==> src/inc/dual_adc_pkg.sv <==
// constants for the dual converter register bank
package dual_adc_pkg;
    // command byte layout
    localparam int CMD_WEN_BIT = 7;
    localparam int CMD_DIR_BIT = 6;
    localparam int CMD_BITS = 8;
    // register selector values
    localparam logic [3:0] SEL_STATUS = 4'h0;
    localparam logic [3:0] SEL_MODE = 4'h1;
    localparam logic [3:0] SEL_MAIN = 4'h2;
    localparam logic [3:0] SEL_AUX = 4'h3;
    localparam logic [3:0] SEL_PORT = 4'h4;
    localparam logic [3:0] SEL_DECIM = 4'h5;
    // reset values
    localparam logic [7:0] STATUS_RST = 8'h00;
    localparam logic [7:0] MODE_RST = 8'h00;
    localparam logic [7:0] MAIN_RST = 8'h07;
    localparam logic [7:0] AUX_RST = 8'h01;
    localparam logic [15:0] PORT_RST = 16'h0000;
    localparam logic [7:0] DECIM_RST = 8'h45;
    // bit masks of implemented bits, fixed zeros cleared
    localparam logic [7:0] STATUS_MASK = 8'hFD;
    localparam logic [7:0] MODE_MASK = 8'h5F;
    localparam logic [7:0] MAIN_MASK = 8'hFF;
    localparam logic [7:0] AUX_MASK = 8'hF9;
    localparam logic [15:0] PORT_MASK = 16'hDFFF;
    localparam logic [7:0] DECIM_MASK = 8'hFF;
    // transfer lengths in serial clocks
    localparam logic [4:0] LEN_BYTE = 5'h08;
    localparam logic [4:0] LEN_WORD = 5'h10;
    // consecutive high data bits that resync the link
    localparam logic [5:0] RESYNC_ONES = 6'h20;
    typedef enum logic [2:0] {
        ST_CMD = 3'b001,
        ST_WR = 3'b010,
        ST_RD = 3'b100
    } link_state_t;
endpackage

==> src/rtl/dual_adc_regs.sv <==
// serial register bank of the dual converter
//
// Function
// every access opens with a command write
// command holds gate, direction, zeros, selector
// next transfer goes to selected register
// status read-only, eight bits, resets zero
// status bits: ready, cal, ref, faults, lock
// mode register eight bits, reset zero
// mode bits: buffer, pairing, osc keep, mode
// main control eight bits, reset 0x07
// main bits: enable, length, input, polarity, span
// aux control eight bits, reset 0x01
// aux bits: enable, input, polarity, span
// port control sixteen bits, reset zero
// port control power, current, gpio fields
// decimation eight bits, reset 0x45
// one decimation rate for both converters
// set means one, cleared means zero
// after transfer return to command state
// 32 high data clocks reset the device
// fixed zero bits write and read zero
// writes to read-only complete without effect
`timescale 1ns/1ps
`default_nettype none
module dual_adc_regs
    import dual_adc_pkg::*;
(
    input wire logic ref_clk,
    input wire logic reset_n,
    input wire logic sclk,
    input wire logic din,
    input wire logic cs_n,
    output logic dout,
    output logic dout_oe_n,
    input wire logic main_result_ready,
    input wire logic aux_result_ready,
    input wire logic cal_busy,
    input wire logic missing_vref_flag,
    input wire logic main_fault,
    input wire logic aux_fault,
    input wire logic clk_locked,
    output logic [7:0] op_config,
    output logic [7:0] main_conv_ctl,
    output logic [7:0] aux_conv_ctl,
    output logic [15:0] port_excite_ctl,
    output logic [7:0] decimation_ratio,
    output logic [7:0] conv_status
);

    // width of the selected register
    function automatic logic [4:0] sel_len(input logic [3:0] sel);
        sel_len = (sel == SEL_PORT) ? LEN_WORD : LEN_BYTE;
    endfunction

    logic [2:0] sclk_sync;
    logic [1:0] din_sync;
    logic [1:0] cs_sync;
    logic [6:0] stat_s1;
    logic [6:0] stat_s2;
    link_state_t state;
    logic [3:0] sel;
    logic [4:0] bit_cnt;
    logic [15:0] in_sh;
    logic [15:0] out_sh;
    logic [5:0] ones_cnt;
    logic soft_rst;
    logic rise;
    logic fall;
    logic active;
    logic din_s;
    logic [7:0] cmd_byte;
    logic cmd_take;
    logic last_bit;
    logic wr_fire;
    logic [15:0] wr_data;
    logic [15:0] rd_value;

    // link pins are foreign to ref_clk; stage two is read, and stage three of sclk for edges
    always_ff @(posedge ref_clk or negedge reset_n) begin
        if (!reset_n) begin
            sclk_sync <= 3'h7;
            din_sync <= 2'h0;
            cs_sync <= 2'h3;
        end else begin
            sclk_sync <= {sclk_sync[1:0], sclk};
            din_sync <= {din_sync[0], din};
            cs_sync <= {cs_sync[0], cs_n};
        end
    end

    assign rise = sclk_sync[1] & ~sclk_sync[2];
    assign fall = ~sclk_sync[1] & sclk_sync[2];
    assign active = ~cs_sync[1];
    assign din_s = din_sync[1];
    assign cmd_byte = {in_sh[6:0], din_s};
    assign cmd_take = rise & active & (state == ST_CMD) & (bit_cnt == LEN_BYTE - 5'h01);
    assign last_bit = (bit_cnt == sel_len(sel) - 5'h01);
    assign wr_fire = rise & active & (state == ST_WR) & last_bit;
    assign wr_data = {in_sh[14:0], din_s};

    // status flags come from analog logic on other clocks
    always_ff @(posedge ref_clk or negedge reset_n) begin
        if (!reset_n) begin
            stat_s1 <= 7'h00;
            stat_s2 <= 7'h00;
        end else begin
            stat_s1 <= {main_result_ready, aux_result_ready, cal_busy, missing_vref_flag,
                        main_fault, aux_fault, clk_locked};
            stat_s2 <= stat_s1;
        end
    end

    // status byte, bit one held at zero
    always_ff @(posedge ref_clk or negedge reset_n) begin
        if (!reset_n) begin
            conv_status <= STATUS_RST;
        end else if (soft_rst) begin
            conv_status <= STATUS_RST;
        end else begin
            conv_status <= {stat_s2[6:1], 1'b0, stat_s2[0]} & STATUS_MASK;
        end
    end

    // resync counter: counts high data bits, any low bit restarts it
    always_ff @(posedge ref_clk or negedge reset_n) begin
        if (!reset_n) begin
            ones_cnt <= 6'h00;
            soft_rst <= 1'b0;
        end else begin
            soft_rst <= 1'b0;
            if (soft_rst) begin
                ones_cnt <= 6'h00;
            end else if (rise && active) begin
                if (!din_s) begin
                    ones_cnt <= 6'h00;
                end else if (ones_cnt == RESYNC_ONES - 6'h01) begin
                    ones_cnt <= 6'h00;
                    soft_rst <= 1'b1;
                end else begin
                    ones_cnt <= ones_cnt + 6'h01;
                end
            end
        end
    end

    // readback value, left aligned so the top bit goes out first
    always_comb begin
        rd_value = 16'h0000;
        case (cmd_byte[3:0])
            SEL_STATUS: rd_value = {conv_status, 8'h00};
            SEL_MODE: rd_value = {op_config & MODE_MASK, 8'h00};
            SEL_MAIN: rd_value = {main_conv_ctl, 8'h00};
            SEL_AUX: rd_value = {aux_conv_ctl & AUX_MASK, 8'h00};
            SEL_PORT: rd_value = port_excite_ctl & PORT_MASK;
            SEL_DECIM: rd_value = {decimation_ratio, 8'h00};
            default: rd_value = 16'h0000;
        endcase
    end

    // link sequencer; an all-ones command has the gate high and is dropped,
    // which keeps a resync stream from starting a transfer
    always_ff @(posedge ref_clk or negedge reset_n) begin
        if (!reset_n) begin
            state <= ST_CMD;
            sel <= 4'h0;
            bit_cnt <= 5'h00;
            in_sh <= 16'h0000;
            out_sh <= 16'h0000;
        end else if (soft_rst) begin
            state <= ST_CMD;
            bit_cnt <= 5'h00;
            in_sh <= 16'h0000;
        end else if (rise && active) begin
            in_sh <= wr_data;
            case (state)
                ST_CMD: begin
                    if (cmd_take) begin
                        bit_cnt <= 5'h00;
                        if (!cmd_byte[CMD_WEN_BIT]) begin
                            sel <= cmd_byte[3:0];
                            if (cmd_byte[CMD_DIR_BIT]) begin
                                state <= ST_RD;
                                out_sh <= rd_value;
                            end else begin
                                state <= ST_WR;
                            end
                        end
                    end else begin
                        bit_cnt <= bit_cnt + 5'h01;
                    end
                end
                ST_WR, ST_RD: begin
                    if (last_bit) begin
                        state <= ST_CMD;
                        bit_cnt <= 5'h00;
                    end else begin
                        bit_cnt <= bit_cnt + 5'h01;
                    end
                end
                default: begin
                    state <= ST_CMD;
                    bit_cnt <= 5'h00;
                end
            endcase
        end else if (fall && active && state == ST_RD) begin
            out_sh <= {out_sh[14:0], 1'b0};
        end
    end

    // serial output changes on falling edges so the host samples on rising
    always_ff @(posedge ref_clk or negedge reset_n) begin
        if (!reset_n) begin
            dout <= 1'b0;
            dout_oe_n <= 1'b1;
        end else begin
            dout_oe_n <= ~(active && state == ST_RD);
            if (fall && active && state == ST_RD) begin
                dout <= out_sh[15];
            end
        end
    end

    // writable registers; status is absent here so writes to it vanish
    always_ff @(posedge ref_clk or negedge reset_n) begin
        if (!reset_n) begin
            op_config <= MODE_RST;
            main_conv_ctl <= MAIN_RST;
            aux_conv_ctl <= AUX_RST;
            port_excite_ctl <= PORT_RST;
            decimation_ratio <= DECIM_RST;
        end else if (soft_rst) begin
            op_config <= MODE_RST;
            main_conv_ctl <= MAIN_RST;
            aux_conv_ctl <= AUX_RST;
            port_excite_ctl <= PORT_RST;
            decimation_ratio <= DECIM_RST;
        end else if (wr_fire) begin
            case (sel)
                SEL_MODE: op_config <= wr_data[7:0] & MODE_MASK;
                SEL_MAIN: main_conv_ctl <= wr_data[7:0] & MAIN_MASK;
                SEL_AUX: aux_conv_ctl <= wr_data[7:0] & AUX_MASK;
                SEL_PORT: port_excite_ctl <= wr_data & PORT_MASK;
                // one ratio drives both converters' filters
                SEL_DECIM: decimation_ratio <= wr_data[7:0] & DECIM_MASK;
                default: ;
            endcase
        end
    end
endmodule
`default_nettype wire

==> config.mk <==
export PLATFORM = sky130hd
export DESIGN_NAME = dual_adc_regs
export DESIGN_NICKNAME = d
export VERILOG_FILES = /design/src/inc/dual_adc_pkg.sv /design/src/rtl/dual_adc_regs.sv
export SDC_FILE = /design/constraint.sdc
export NUM_CORES = 1
export LEC_CHECK = 0
export BUFFER_PORTS_ARGS = -buffer_cell sky130_fd_sc_hd__buf_2
export CORE_UTILIZATION = 30
export CTS_BUF_LIST = sky130_fd_sc_hd__clkbuf_8
export DETAILED_ROUTE_END_ITERATION = 10
export GPL_TIMING_DRIVEN = 1
export PLACE_DENSITY = 0.47
export RECOVER_POWER = 25
export SLEW_MARGIN = 20
export SYNTH_ARGS = -nofsm -noshare
export SYNTH_HDL_FRONTEND = slang
export SYNTH_SLANG_ARGS = --single-unit
==> constraint.sdc <==
create_clock -name ref_clk -period 2.9 [get_ports ref_clk]
set_input_delay 0.725 -clock ref_clk [delete_from_list [all_inputs] [get_ports ref_clk]]
set_output_delay 0.725 -clock ref_clk [all_outputs]
set_load 0.005 [all_outputs]
==> key figures <==
Status
  – Status: finished, violations left
  – Failing checks: DRC

Power
  – Power Total: 4.25 mW
  – Logic pwr share: 0.122
  – LEAKAGE: 3.09 nW
  – Switching part of the total: 0.274
  – Internal Power: 3.09 mW
  – Pwr Density: 649 mW/mm^2
  – Sequential Power Share: 0.482
  – Worst VDD drop: 0.321 mV
  – Psw: 1.16 mW
  – Clock Power Share: 0.396

Global routing
  – Largest net degree at the start of global routing: 62
  – Grt total ovfl: 0
  – Initial antenna violation count: 0
  – First-pass GRT wire length: 23,700 um
  – GR Util All Layers: 0.162
  – Number of global-route vias before repair: 4,147

Detailed routing
  – 1st-iter DRT viols: 251
  – Wire length per cell: 17.9 um
  – Vias: 4,139
  – Final WL: 14,600 um
  – 1st-pass router iterations: 8
  – # DRC: 6
  – DR vias/cell: 5.08
  – ANT nets after route: 0

Floorplanning
  – Ports: 70
  – Die Span Y: 138 um
  – CORE AREA: 0.0181 sq mm
  – Die X-Extent: 138 um
  – Die footprint: 0.0191 sq mm
  – Starting Density: 0.308
  – Rows: 49

Layout
  – Share of cells above drive strength 1: 0.251
  – Layout Utilization: 0.362
  – N_diodes: 0
  – Fin area: 0.00655 sq mm
  – Area grow syn2layout: 17.8%
  – Fin nets: 586
  – Finished Layout Cells: 814

Placed design
  – Placed cells: 782
  – Post-Place Setup Slack: 527 ps
  – Port Buf Inserts: 63
  – GPL Wtd Cong: 0.752
  – Post-DP HPWL: 10,000 um
  – Placed cell areas: 0.00613 sq mm

Logic synthesis
  – Count leader, synth: dfrtp_1
  – Mapped Area: 0.00556 sq mm
  – Library cells used by synthesis: 60
  – Post-synth ARST share: 1.00
  – Area share of the largest cell type after synthesis: 0.490
  – EDFF count, synth: 0
  – Yosys warnings: 0
  – Sequential area share after synthesis: 0.556
  – Syn Inst Count: 508
  – Synth top area cells: dfrtp_1 (49%), dfstp_2 (6.6%), mux2i_1 (5.9%), nand2_1 (4.4%), a21oi_1 (3.6%)
  – Top_reg_cell synth: dfrtp_1
  – Top cell type by total area after synthesis: dfrtp_1
  – Synth Area per Inst: 11.0 sq um
  – Flop and latch count out of synthesis: 123
  – Synth top cells by count: dfrtp_1 (109), nand2_1 (65), a21oi_1 (40), nor2_1 (34), mux2i_1 (33)

Timing
  – Max Transition Viols Final: 0
  – # setup viols final: 0
  – Final hold violation count: 0
  – RSZ-0062 raised after global routing: no
  – Crit path time final: 2400 ps
  – Setup TNS: 0 ps
  – Fin crit share: 0.828
  – PnR worst setup slack: 498 ps
  – Max Clk Rate: 416 MHz
  – Slew @ Worst Pin: 1140 ps
  – Clk_skew: 11.4 ps
  – Slew headroom: 0.242
  – WHS: 345 ps

Worst setup path
  – CP Max Fanout: 15
  – Worst Setup End Kind: flop
  – Crit Path Class: flop to flop
  – Arrival time worst endpoint: 2730 ps
  – CP required: 3230 ps
  – CP Launch Type: flop

Clocking
  – CTS H-tree lvls: 4
  – PostCTS Resize Cnt: 0
  – Post-CTS Setup Repair Bufs: 0
  – Hold buffers post-CTS: 0
  – Clk root buf: clkbuf_8
  – Clk_lat worst skew: 450 ps
  – CTS Buffer Depth: 2
  – Clock sink total: 123
  – Reg clk slew, reported paths: 70 ps
  – TritonCTS clock tree: yes
  – TritonCTS Buffers: 17

Job
  – Max-Cap Viols: 0

Hold path
  – Hold Crit Class: flop to flop
## path summary, 6_finish.rpt
check | startpoint | end | slack (ps) | cells past startpoint
setup / recovery | state[0] | out_sh[3] | 500 | 5
hold / removal | stat_s1[0] | stat_s2[0] | 340 | 0
setup reg to reg | state[0] | out_sh[3] | 500 | 5
hold reg to reg | stat_s1[0] | stat_s2[0] | 340 | 0
max in group asynchronous | reset_n | stat_s1[6] | 930 | 2
min in group asynchronous | reset_n | bit_cnt[3] | 490 | 1
## per-layer routing
| metal | up-vias | track usage | share of wire |
|---|---|---|---|
| met2 | 107 | 0.258 | 0.48 |
| met5 | - | 0 | 0 |
| met1 | 2105 | 0.215 | 0.46 |
| li1 | 1908 | - | - |
| met4 | 0 | 0.0544 | 0.017 |
| met3 | 19 | 0.0416 | 0.042 |
## power groups by stage
stage | Sequential (mW) | Combinational [mW] | Clock [mW]
after detailed placement | 2.09 | 0.524 | 0
after global routing | 2.07 | 0.584 | 1.81
after floorplan | 1.97 | 0.423 | 0
after CTS | 2.05 | 0.527 | 1.73
final | 2.05 | 0.518 | 1.68
after global placement | 2.08 | 0.517 | 0
## area by class of cell
class | instances | area, sq um
Timing Repair Buffer | 79 | 445
Multi-Input combinational cell | 342 | 2250
Fill cell | 1785 | 11500
Inverter | 9 | 33.8
Clock inverter | 11 | 150
Tap cell | 229 | 287
Sequential cell | 123 | 3100
Clock buffer | 21 | 289
## logic make-up after synthesis
| logic type | share of synthesized area |
|---|---|
| AO/OA/AOI/OAI | 0.114 |
| adder cells (fa/ha/maj) | 0.00450 |
| other | 0.000674 |
| flip-flops | 0.556 |
| AND/OR/NAND/NOR | 0.170 |
| buffers and inverters | 0.0423 |
| XOR/XNOR | 0.00787 |
| multiplexers | 0.104 |
## registers in the layout, indices dropped and copies added, names as in the netlist
name and flops:
in_sh 15, port_excite_ctl 15, state 3, decimation_ratio 8, main_conv_ctl 8, out_sh 16, conv_status 7, din_sync 2
stat_s1 7, soft_rst 1, op_config 6, ones_cnt 6, dout_oe_n 1, aux_conv_ctl 6, bit_cnt 5, sclk_sync 3
cs_sync 2, stat_s2 7, dout 1, sel 4
## worst max-delay path, cell delays in order (launching register included)
cell     delay (ps)
dfstp_1         590
or3b_1          440
nor4_2          210
a21oi_1         200
nor2_4          450
mux2_2          390
## placed cells by master, fill, tap and decap left out, types with 6 or more instances in the layout
master	instances
dfrtp_1	108
nand2_1	65
buf_2	62
a21oi_1	40
nor2_1	34
mux2i_1	33
o21ai_0	30
clkbuf_8	21
mux2_2	15
nor2b_1	14
buf_4	14
inv_1	13
dfstp_2	12
a22o_1	9
nand3_1	7
and3b_1	7
nand3b_1	7
conb_1	6
Note: power is estimated with default switching activity, not from simulation.
